### src/inc/ccp_map.vh
// Register offsets, field positions, mode codes and reset values of the unit
`ifndef CCP_MAP_VH
`define CCP_MAP_VH

// Register byte offsets on the bus
`define A_CTRL  8'h00
`define A_CMPL  8'h04
`define A_CMPH  8'h08
`define A_GTL   8'h0c
`define A_GTH   8'h10
`define A_PRD   8'h14
`define A_PTC   8'h18
`define A_PTN   8'h1c
`define A_STAT  8'h20
`define A_GTC   8'h24

// Mode select field codes
`define M_OFF   4'h0
`define M_TOG   4'h2
`define M_CFALL 4'h4
`define M_CRISE 4'h5
`define M_CR4   4'h6
`define M_CR16  4'h7
`define M_SET   4'h8
`define M_CLR   4'h9
`define M_SWI   4'ha
`define M_ADC   4'hb

// Field positions
`define F_DLO_HI   5
`define F_DLO_LO   4
`define F_RUN      2
`define S_EVT      0
`define S_PTF      1
`define S_OVF      2
`define G_RUN      0
`define G_EXT      1

// Reset values
`define RST_CTRL   6'h00
`define RST_PRD    8'hff
`define RST_16     16'h0000

// Capture prescale terminal counts
`define CAP_LAST4  4'h3
`define CAP_LAST16 4'hf

`endif

### src/rtl/capture_compare_pwm_unit.v
// Capture/compare/PWM unit with general timer and Wishbone registers
//
// Function
// - Capture copies general timer, sets event flag
// - Prescaler cleared when off or not capture
// - Prescale change keeps counter; clear control first
// - Instruction-clocked timer holds during sleep
// - External-clocked capture works during sleep
// - Compare value checked against timer continuously
// - Match performs toggle, set, clear or trigger
// - Match sets event flag same cycle
// - Zero control write forces compare latch low
// - Mode 1010 flags only, pin released
// - Mode 1011 resets timer, starts conversion
// - Trigger immediate; timer zeroed next tick
// - Match removed before tick skips reset
// - Trigger never sets timer overflow flag
// - Compare stops during sleep
// - PWM pulse train up to ten bits
// - Mode 11xx selects PWM
// - Period rollover clears timer, sets pin unless duty zero, buffers
// - Time base equal duty clears pin
`timescale 1ns/1ps
`include "ccp_map.vh"

module capture_compare_pwm_unit (
  input  wire        clk_i,          // System clock, 250 MHz
  input  wire        rst_i,          // Synchronous reset, high
  input  wire [7:0]  adr_i,          // Wishbone byte address
  input  wire [31:0] dat_i,          // Wishbone write data
  input  wire [3:0]  sel_i,          // Wishbone byte selects
  input  wire        we_i,           // Wishbone write enable
  input  wire        cyc_i,          // Wishbone cycle
  input  wire        stb_i,          // Wishbone strobe
  output wire [31:0] dat_o,          // Wishbone read data
  output wire        ack_o,          // Wishbone acknowledge
  input  wire        pin_in_i,       // Unit pin level
  input  wire        ext_clk_i,      // External timer clock level
  input  wire        sleep_i,        // Device sleeping
  input  wire        adc_enable_i,   // Converter enabled
  output wire        pin_out_o,      // Unit pin output level
  output wire        pin_oe_o,       // Unit owns its pin
  output wire        conv_trigger_o, // Conversion start pulse
  output wire        event_flag_o    // Unit event flag
);

  // ****************************************
  // Registers and state
  // ****************************************
  reg  [5:0]  ctrl_r;      // Unit control register
  reg  [15:0] cmp_r;       // Compare value pair
  reg  [15:0] gt_r;        // General timer count
  reg  [1:0]  gtc_r;       // Timer run and source
  reg  [7:0]  prd_r;       // Period limit
  reg  [2:0]  ptc_r;       // Period timer control
  reg  [2:0]  stat_r;      // Sticky flags
  reg         ack_r;       // Bus acknowledge
  reg  [31:0] dat_r;       // Bus read data
  reg         latch_r;     // Compare output latch
  reg         pin_r;       // Pin output flop
  reg         oe_r;        // Pin ownership flop
  reg         trig_r;      // Conversion trigger flop
  reg         evt_r;       // Event flag flop
  reg         match_q_r;   // Match one cycle ago
  reg         pend_r;      // Timer reset pending
  reg  [1:0]  div_r;       // Instruction clock divider
  reg         ext_q_r;     // External clock one cycle ago

  // ****************************************
  // Decode and internal wires
  // ****************************************
  wire [3:0]  mode;        // Mode select field
  wire        is_cap;      // Capture modes
  wire        is_pwm;      // PWM modes
  wire        is_cmp;      // Compare modes
  wire        wb_go;       // New bus request
  wire        wr;          // Low byte write
  wire        insn_tick;   // Instruction clock tick
  wire        ext_tick;    // External clock rising edge
  wire        gt_tick;     // General timer advances
  wire        match;       // Timer equals compare value
  wire        cmp_hit;     // Compare match event
  wire        cap_hit;     // Capture event
  wire        trig_hit;    // Trigger mode match
  wire        pwm_pin;     // PWM level
  wire        pwm_wrap;    // Period rollover
  wire [7:0]  ptn;         // Period timer count
  wire [7:0]  duty_hi;     // Buffered duty high byte
  wire [2:0]  stat_set;    // Flag set events
  wire [2:0]  stat_clr;    // Flag clear strobes
  wire        ovf;         // Timer overflow event

  // Address compare for low-byte writes
  function wr_at;
    input        w;
    input [7:0]  a;
    input [7:0]  r;
    begin
      wr_at = w & (a == r);
    end
  endfunction

  assign mode   = ctrl_r[3:0];
  assign is_cap = (mode[3:2] == 2'b01);
  assign is_pwm = (mode[3:2] == 2'b11);
  assign is_cmp = (mode[3:2] == 2'b10) | (mode == `M_TOG);

  assign wb_go  = cyc_i & stb_i & ~ack_r;
  assign wr     = wb_go & we_i & sel_i[0];

  // ****************************************
  // General timer clocking
  // ****************************************
  // Instruction clock stops in sleep, external edges do not
  assign insn_tick = (div_r == 2'b11) & ~sleep_i;
  assign ext_tick  = ext_clk_i & ~ext_q_r;
  assign gt_tick   = gtc_r[`G_RUN] &
                     (gtc_r[`G_EXT] ? ext_tick : insn_tick);
  assign ovf       = gt_tick & ~pend_r & (gt_r == 16'hffff);

  // ****************************************
  // Compare and capture events
  // ****************************************
  // Equality is tested every cycle; the event is its onset
  assign match    = (gt_r == cmp_r);
  assign cmp_hit  = is_cmp & ~sleep_i & match & ~match_q_r;
  assign trig_hit = cmp_hit & (mode == `M_ADC);

  // Capture edge and prescaler
  capture_event u_cap (
    .clk_i  (clk_i),
    .rst_i  (rst_i),
    .mode_i (mode),
    .pin_i  (pin_in_i),
    .hit_o  (cap_hit)
  );

  // Period timer and PWM level
  pwm_gen u_pwm (
    .clk_i     (clk_i),
    .rst_i     (rst_i),
    .run_i     (ptc_r[`F_RUN]),
    .sleep_i   (sleep_i),
    .ps_i      (ptc_r[1:0]),
    .limit_i   (prd_r),
    .duty_i    ({cmp_r[7:0], ctrl_r[`F_DLO_HI:`F_DLO_LO]}),
    .cnt_wr_i  (wr_at(wr, adr_i, `A_PTN)),
    .cnt_dat_i (dat_i[7:0]),
    .count_o   (ptn),
    .duty_hi_o (duty_hi),
    .pin_o     (pwm_pin),
    .wrap_o    (pwm_wrap)
  );

  // ****************************************
  // Sticky flags
  // ****************************************
  // Flags from hardware; a set in the clear cycle wins
  assign stat_set = {ovf, pwm_wrap & is_pwm | pwm_wrap, cap_hit | cmp_hit};
  assign stat_clr = wr_at(wr, adr_i, `A_STAT) ? dat_i[2:0] : 3'b000;

  always @(posedge clk_i)
  begin
    if (rst_i)
      stat_r <= 3'b000;
    else
      stat_r <= (stat_r & ~stat_clr) | stat_set;
  end

  // ****************************************
  // Control and configuration registers
  // ****************************************
  // Software-written registers, low byte lane only
  always @(posedge clk_i)
  begin
    if (rst_i)
    begin
      ctrl_r <= `RST_CTRL;
      gtc_r  <= 2'b00;
      prd_r  <= `RST_PRD;
      ptc_r  <= 3'b000;
    end
    else
    begin
      // Prescale change needs no special path
      if (wr_at(wr, adr_i, `A_CTRL))
        ctrl_r <= dat_i[5:0];
      if (wr_at(wr, adr_i, `A_GTC))
        gtc_r <= dat_i[1:0];
      if (wr_at(wr, adr_i, `A_PRD))
        prd_r <= dat_i[7:0];
      if (wr_at(wr, adr_i, `A_PTC))
        ptc_r <= dat_i[2:0];
    end
  end

  // ****************************************
  // Compare value pair
  // ****************************************
  // Capture overwrites any unread value
  always @(posedge clk_i)
  begin
    if (rst_i)
      cmp_r <= `RST_16;
    else if (cap_hit)
      cmp_r <= gt_r;
    else
    begin
      if (wr_at(wr, adr_i, `A_CMPL))
        cmp_r[7:0] <= dat_i[7:0];
      // High byte is read-only while in PWM
      if (wr_at(wr, adr_i, `A_CMPH) && !is_pwm)
        cmp_r[15:8] <= dat_i[7:0];
    end
  end

  // ****************************************
  // General timer
  // ****************************************
  // Trigger reset waits for the next timer tick
  always @(posedge clk_i)
  begin
    if (rst_i)
    begin
      gt_r    <= `RST_16;
      div_r   <= 2'b00;
      ext_q_r <= 1'b0;
      pend_r  <= 1'b0;
    end
    else
    begin
      ext_q_r <= ext_clk_i;
      if (!sleep_i)
        div_r <= div_r + 2'b01;
      // Pending reset drops if match lost or mode left
      if (trig_hit)
        pend_r <= 1'b1;
      else if (gt_tick || !match || mode != `M_ADC)
        pend_r <= 1'b0;
      if (wr_at(wr, adr_i, `A_GTL))
        gt_r[7:0] <= dat_i[7:0];
      else if (wr_at(wr, adr_i, `A_GTH))
        gt_r[15:8] <= dat_i[7:0];
      else if (gt_tick && pend_r && match && mode == `M_ADC)
        gt_r <= `RST_16;
      else if (gt_tick)
        gt_r <= gt_r + 16'h0001;
    end
  end

  // ****************************************
  // Compare output latch and pin
  // ****************************************
  // Latch follows the match action; zero control clears it
  always @(posedge clk_i)
  begin
    if (rst_i)
    begin
      latch_r   <= 1'b0;
      match_q_r <= 1'b0;
      trig_r    <= 1'b0;
    end
    else
    begin
      match_q_r <= match;
      if (wr_at(wr, adr_i, `A_CTRL) && dat_i[5:0] == `RST_CTRL)
        latch_r <= 1'b0;
      else if (cmp_hit)
      begin
        case (mode)
          `M_TOG:  latch_r <= ~latch_r;
          `M_SET:  latch_r <= 1'b1;
          `M_CLR:  latch_r <= 1'b0;
          default: latch_r <= latch_r;
        endcase
      end
      // Trigger skips the overflow flag path entirely
      trig_r <= trig_hit & adc_enable_i;
    end
  end

  // ****************************************
  // Output flops
  // ****************************************
  // Pin owned in PWM and pin-driving compare modes only
  always @(posedge clk_i)
  begin
    if (rst_i)
    begin
      pin_r <= 1'b0;
      oe_r  <= 1'b0;
      evt_r <= 1'b0;
    end
    else
    begin
      pin_r <= is_pwm ? pwm_pin : latch_r;
      oe_r  <= is_pwm |
               (is_cmp & mode != `M_SWI & mode != `M_ADC);
      evt_r <= stat_r[`S_EVT];
    end
  end

  // ****************************************
  // Wishbone slave
  // ****************************************
  // One wait state; unmapped reads return zero
  always @(posedge clk_i)
  begin
    if (rst_i)
    begin
      ack_r <= 1'b0;
      dat_r <= 32'h00000000;
    end
    else
    begin
      ack_r <= wb_go;
      if (wb_go && !we_i)
      begin
        case (adr_i)
          `A_CTRL: dat_r <= {26'h0000000, ctrl_r};
          `A_CMPL: dat_r <= {24'h000000, cmp_r[7:0]};
          `A_CMPH: dat_r <= {24'h000000, is_pwm ? duty_hi : cmp_r[15:8]};
          `A_GTL:  dat_r <= {24'h000000, gt_r[7:0]};
          `A_GTH:  dat_r <= {24'h000000, gt_r[15:8]};
          `A_PRD:  dat_r <= {24'h000000, prd_r};
          `A_PTC:  dat_r <= {29'h00000000, ptc_r};
          `A_PTN:  dat_r <= {24'h000000, ptn};
          `A_STAT: dat_r <= {29'h00000000, stat_r};
          `A_GTC:  dat_r <= {30'h00000000, gtc_r};
          default: dat_r <= 32'h00000000;
        endcase
      end
      else
        dat_r <= 32'h00000000;
    end
  end

  assign dat_o          = dat_r;
  assign ack_o          = ack_r;
  assign pin_out_o      = pin_r;
  assign pin_oe_o       = oe_r;
  assign conv_trigger_o = trig_r;
  assign event_flag_o   = evt_r;

endmodule // capture_compare_pwm_unit

### src/rtl/capture_event.v
// Capture pin edge detector and capture prescaler
`timescale 1ns/1ps
`include "ccp_map.vh"

module capture_event (
  input  wire       clk_i,   // System clock
  input  wire       rst_i,   // Synchronous reset
  input  wire [3:0] mode_i,  // Mode select field
  input  wire       pin_i,   // Unit pin level
  output wire       hit_o    // Capture event this cycle
);

  reg       pin_q_r;  // Pin one cycle ago
  reg [3:0] pre_r;    // Prescaler counter
  wire      rise;     // Rising edge
  wire      fall;     // Falling edge
  wire      is_cap;   // Capture mode active

  assign rise   = pin_i & ~pin_q_r;
  assign fall   = ~pin_i & pin_q_r;
  assign is_cap = (mode_i[3:2] == 2'b01);

  // Event selection per capture mode
  assign hit_o = (mode_i == `M_CFALL) ? fall :
                 (mode_i == `M_CRISE) ? rise :
                 (mode_i == `M_CR4)   ? (rise & (pre_r[1:0] == `CAP_LAST4 >> 0)) :
                 (mode_i == `M_CR16)  ? (rise & (pre_r == `CAP_LAST16)) :
                 1'b0;

  // Edge memory and prescaler; prescaler cleared when off or not capturing
  always @(posedge clk_i)
  begin
    if (rst_i)
    begin
      pin_q_r <= 1'b0;
      pre_r   <= 4'h0;
    end
    else
    begin
      pin_q_r <= pin_i;
      if (!is_cap)
        pre_r <= 4'h0;
      else if (rise)
        pre_r <= pre_r + 4'h1;
    end
  end

endmodule // capture_event

### src/rtl/pwm_gen.v
// Period timer, duty double buffer and PWM pin generator
`timescale 1ns/1ps
`include "ccp_map.vh"

module pwm_gen (
  input  wire       clk_i,      // System clock
  input  wire       rst_i,      // Synchronous reset
  input  wire       run_i,      // Period timer run
  input  wire       sleep_i,    // Sleep holds the timer
  input  wire [1:0] ps_i,       // Period timer prescale
  input  wire [7:0] limit_i,    // Period limit
  input  wire [9:0] duty_i,     // Duty high byte and low bits
  input  wire       cnt_wr_i,   // Software load of count
  input  wire [7:0] cnt_dat_i,  // Value loaded
  output wire [7:0] count_o,    // Period timer count
  output wire [7:0] duty_hi_o,  // Buffered duty high byte
  output wire       pin_o,      // PWM level
  output wire       wrap_o      // Period rollover pulse
);

  reg  [7:0] pre_r;   // Fosc prescaler
  reg  [7:0] tmr_r;   // Period timer count
  reg  [9:0] dbuf_r;  // Duty buffer
  reg        pin_r;   // PWM level
  wire       go;      // Timer advancing
  wire       step;    // Count increments
  wire [9:0] base;    // 10-bit time base

  // Last prescaler value for each setting: 4, 16, 64, 256 clocks
  function [7:0] last_of;
    input [1:0] ps;
    begin
      case (ps)
        2'd0:    last_of = 8'h03;
        2'd1:    last_of = 8'h0f;
        2'd2:    last_of = 8'h3f;
        default: last_of = 8'hff;
      endcase
    end
  endfunction

  // Two top prescaler bits extend the count
  function [1:0] low_of;
    input [1:0] ps;
    input [7:0] pre;
    begin
      case (ps)
        2'd0:    low_of = pre[1:0];
        2'd1:    low_of = pre[3:2];
        2'd2:    low_of = pre[5:4];
        default: low_of = pre[7:6];
      endcase
    end
  endfunction

  assign go        = run_i & ~sleep_i;
  assign step      = go & (pre_r == last_of(ps_i));
  assign base      = {tmr_r, low_of(ps_i, pre_r)};
  assign wrap_o    = step & (tmr_r == limit_i);
  assign count_o   = tmr_r;
  assign duty_hi_o = dbuf_r[9:2];
  assign pin_o     = pin_r;

  // Timer, duty buffer and pin
  always @(posedge clk_i)
  begin
    if (rst_i)
    begin
      pre_r  <= 8'h00;
      tmr_r  <= 8'h00;
      dbuf_r <= 10'h000;
      pin_r  <= 1'b0;
    end
    else
    begin
      if (go)
        pre_r <= step ? 8'h00 : pre_r + 8'h01;
      if (cnt_wr_i)
        tmr_r <= cnt_dat_i;
      else if (wrap_o)
        tmr_r <= 8'h00;
      else if (step)
        tmr_r <= tmr_r + 8'h01;
      if (wrap_o)
      begin
        dbuf_r <= duty_i;
        pin_r  <= (duty_i != 10'h000);
      end
      else if (go && base == dbuf_r)
        pin_r <= 1'b0;
    end
  end

endmodule // pwm_gen

### config.mk
export PLATFORM = sky130hd
export DESIGN_NAME = capture_compare_pwm_unit
export DESIGN_NICKNAME = d
export VERILOG_FILES = /design/src/rtl/capture_compare_pwm_unit.v /design/src/rtl/capture_event.v /design/src/rtl/pwm_gen.v
export VERILOG_INCLUDE_DIRS = /design/src /design/src/inc
export SDC_FILE = /design/constraint.sdc
export NUM_CORES = 1
export LEC_CHECK = 0
export ABC_CLOCK_PERIOD_IN_PS = 5150
export BUFFER_PORTS_ARGS = -buffer_cell sky130_fd_sc_hd__buf_2
export CAP_MARGIN = 20
export CORE_MARGIN = 3
export CORE_UTILIZATION = 55
export CTS_CLUSTER_DIAMETER = 30
export DETAILED_ROUTE_END_ITERATION = 8
export PLACE_DENSITY = 0.8
export SETUP_SLACK_MARGIN = 0.5
export SYNTH_ARGS = -nofsm -noshare
export SYNTH_HDL_FRONTEND = slang
export SYNTH_SLANG_ARGS = --single-unit
### constraint.sdc
create_clock -name clk_i -period 5.15 [get_ports clk_i]
set_input_delay 0 -clock clk_i [delete_from_list [all_inputs] [get_ports clk_i]]
set_output_delay 0 -clock clk_i [all_outputs]
set_load 0.05 [all_outputs]
==> summary.txt <==
OUTCOME
-------------------------------------------------------------------------------------------
Result of the run                                                                 completed

CRITICAL PATH
-------------------------------------------------------------------------------------------
Cell class contributing the biggest share of worst-path delay                  simple AND/OR/NAND/NOR gates
Crit path buf inv count                                                                   0
Worst path max stage delay                                                           910 ps
Critical path launch point type                                                        flop
Endpoint kind of the worst setup timing path                                           flop
Data arrival time of the worst path                                                 3060 ps
Critical-path cell with the highest stage delay                                sky130_fd_sc_hd__nor2_1
Category of the critical setup timing path                                          reg2reg
Required time of the worst setup path                                               5370 ps
Most common cell type on the critical path                                     sky130_fd_sc_hd__nor2_1
Ordered cell list for the critical path                                        ha_1 -> nor3b_1 -> o21ai_0 -> nor2_1 -> nor2_1 -> a22oi_1 -> a31oi_1
CP Max Fanout                                                                            15

CLOCK TREE
-------------------------------------------------------------------------------------------
Depth of the CTS H-tree                                                                   3
Post-cts repair resize count                                                              0
Clock edge transition at the registers on the reported setup and hold paths          100 ps
CTS tree                                                                               done
CTS Sinks                                                                               105
Root cell of the clock tree                                                    sky130_fd_sc_hd__clkbuf_8
Clk buf depth                                                                             2
Insertion delay to the later sink of the worst-skew pair                             380 ps
Cts bufs inserted                                                                         9

STA
-------------------------------------------------------------------------------------------
Actual transition at the worst max-transition pin                                   1070 ps
Final setup violation count                                                               0
Final worst clock skew                                                              9.18 ps
Share of the clock period used by the worst path                                      55.2%
Count of final max-slew check failures                                                    0
Achievable clock frequency                                                          352 MHz
Min setup slack post-route                                                          2310 ps
Number of hold violations in the final report                                             0
Setup repair after global routing missed its margin                                      no
Min Clock Period, post-route                                                        2840 ps
Rel. slew slack                                                                       28.3%
Post-route setup TNS                                                                   0 ps

YOSYS
-------------------------------------------------------------------------------------------
Top cell type's share of synthesized area                                             34.8%
EDFF count, synth                                                                         0
Cell taking the most area after synthesis                                      sky130_fd_sc_hd__dfxtp_1
Total standard cell area after synthesis                                          6040 um^2
Share of synthesized registers carrying an async set or reset                            0%
Most frequently used flop master after synthesis                               sky130_fd_sc_hd__dfxtp_1
Portion of the post-synthesis area used by sequential elements                        34.8%
Most used standard cells in the synthesized netlist                            sky130_fd_sc_hd__dfxtp_1 (105), sky130_fd_sc_hd__nor2_1 (87), sky130_fd_sc_hd__nand2_1 (50)
Leading cell types by total area after synthesis                               sky130_fd_sc_hd__dfxtp_1 (35%), sky130_fd_sc_hd__mux2i_1 (6.6%), sky130_fd_sc_hd__nor2_1 (5.4%), sky130_fd_sc_hd__xnor2_1 (5.1%), sky130_fd_sc_hd__a22oi_1 (3.4%)
Post-synth cell types                                                                    61
Synth Area per Inst                                                               8.38 um^2
Cell count after synthesis                                                              721
Post-synthesis sequential element count                                                 105
Synth warn                                                                                0
Most common cell in the netlist                                                sky130_fd_sc_hd__dfxtp_1

GLOBAL ROUTE
-------------------------------------------------------------------------------------------
Wire length of the first global-routing pass                                      27,400 um
Largest net degree at the start of global routing                                        92
GRT Total Usage                                                                       27.3%
Number of antenna violations at the first check in global routing                         0
GRT Residual Overflow                                                                     0
Number of global-route vias before repair                                             5,197

FLOORPLAN
-------------------------------------------------------------------------------------------
Standard-cell row count                                                                  37
Chip Height                                                                          111 um
Die Width                                                                            111 um
Die footprint                                                                   12,300 um^2
I/O pin total                                                                            90
Area of the core region                                                         10,500 um^2
Starting utilization of the core area                                                 57.5%

PWR
-------------------------------------------------------------------------------------------
Clock Power Share                                                                     35.9%
Leakage power total                                                              0.00219 uW
Combinational share of power                                                           8.0%
Internal Dissipation                                                                1080 uW
Switching power as a share of total power                                             26.3%
Sequential Power Share                                                                56.0%
Power after layout                                                                  1460 uW
Pwr Density                                                                     229 nW/um^2
Net switching power                                                                  385 uW
Maximum VDD drop                                                                 0.000161 V

ROUTING
-------------------------------------------------------------------------------------------
Number of vias per cell                                                                6.49
Via count of the routed design                                                        5,631
Residual antenna-violating net count after detailed routing                               0
Remaining routing DRC violations                                                          0
Final routed wire length divided by cell count                                      19.8 um
Number of design-rule violations left by the first detailed-router iteration            641
Aggregate routed wire length                                                      17,100 um
First drt pass iteration count                                                            5

FINISH
-------------------------------------------------------------------------------------------
# nets final                                                                            785
Antenna Diode Count                                                                       0
Area overhead of the layout relative to synthesis                                     5.92%
Share of final-layout standard cells stronger than drive strength 1                   10.4%

FLOW RUN
-------------------------------------------------------------------------------------------
Count of max-cap constraint violations                                                    0

PLACED DESIGN
-------------------------------------------------------------------------------------------
Post-place setup slack                                                              2420 ps
Final weighted congestion in routability-driven placement                             0.958
Number of buffers inserted by port buffering                                             38
Half-perimeter wire length after placement                                        11,900 um

WORST HOLD PATH
-------------------------------------------------------------------------------------------
Path class of the lowest-slack min-delay path                                        in2reg

-- layout by cell type (no fill, tap or decap), drive strengths merged, types with 6 or more instances in the layout --
master / netlist / layout
nand3b: 9 / 9
a211oi: 20 / 20
nand4: 19 / 19
dfxtp: 105 / 105
dlygate4sd3: 0 / 6
o21ai: 14 / 14
nor4: 10 / 10
a22oi: 27 / 27
nand3: 23 / 23
buf: 39 / 47
a31oi: 21 / 21
a21oi: 31 / 31
xnor2: 35 / 35
and3: 23 / 23
a311oi: 7 / 7
a211o: 9 / 9
and2: 8 / 8
nor2: 87 / 87
nand4b: 9 / 9
xor2: 10 / 10
nand2: 50 / 50
nor3: 11 / 11
mux2i: 40 / 40
conb: 1 / 24
nor3b: 6 / 6
clkbuf: 42 / 11
nor2b: 9 / 9
-- cell type report --
type	count	area, um^2
clock inverters	5	55.1
multi-input cells	554	3600
well taps	136	170
fillers	916	4110
clock buffers	11	141
repair buffers	53	318
inverters	4	15.0
flip-flops and latches	105	2100
-- worst min-delay path, cell delays in order --
cell and delay, ps:
sky130_fd_sc_hd__buf_2 170, sky130_fd_sc_hd__nor2_1 130, sky130_fd_sc_hd__a311oi_1 60
-- worst paths after layout --
| path | start | to | slack [ps] | depth (start not counted) |
|---|---|---|---|---|
| min reg2reg | latch_r | pin_out_o | 510 | 2 |
| max reg2reg | div_r[0] | gt_r[5] | 2310 | 7 |
| min | dat_i[7] | u_pwm.count_o[7] | 30 | 3 |
| max | div_r[0] | gt_r[5] | 2310 | 7 |
-- state kept, by name (all words and copies together), names as in the netlist, 2 cells and up --
signal,flops
cmp_r,16
ctrl_r,6
dat_o,8
div_r,2
gt_r,16
gtc_r,2
prd_r,8
ptc_r,3
stat_r,3
u_cap.pre_r,4
u_pwm.count_o,8
u_pwm.dbuf_r,10
u_pwm.pre_r,8
-- power by group through the flow --
stage / Clock (uW) / Sequential, uW / Combinational (uW)
floorplan: 0 / 838 / 92.9
CTS: 532 / 821 / 115
detailed placement: 0 / 840 / 111
finish: 526 / 821 / 118
global placement: 0 / 839 / 109
global route: 566 / 822 / 124
-- repair_timing --
item	4_1_cts	5_1_grt
hold endpoints to repair	6	0
setup endpoints to repair	0	0
hold buffers	6	0
setup buffers	0	0
-- metal layers --
metal	GRT usage, %	part of all wire, %
met1	37.2	42
met2	41.9	45
met3	5.24	9.6
met4	12.2	3.6
met5	0	0
-- cells by family (layout without fill, tap and decap cells) --
group | Yosys count | count (layout) | share of synthesized area (%)
AND/OR/NAND/NOR | 290 | 290 | 26.2
AO/OA/AOI/OAI | 148 | 148 | 16.9
flip-flops | 105 | 105 | 34.8
buffers and inverters | 85 | 73 | 7.19
XOR/XNOR | 45 | 45 | 6.52
multiplexers | 42 | 42 | 7.37
adder cells (fa/ha/maj) | 5 | 5 | 1.04
other | 1 | 24 | 0.0621
-- through the flow --
step                      hold WS, ps  utilization (%)  instance area (um^2)  std cells
after floorplan                   128                -                  6130        744
after global placement            228             58.4                  6140        845
after detailed placement          234             58.4                  6140        845
after CTS                       0.410             60.8                  6390        867
after global routing             5.75             60.9                  6400        868
final                            28.8             60.9                  6400        868
(Power assumes the default switching activity.)
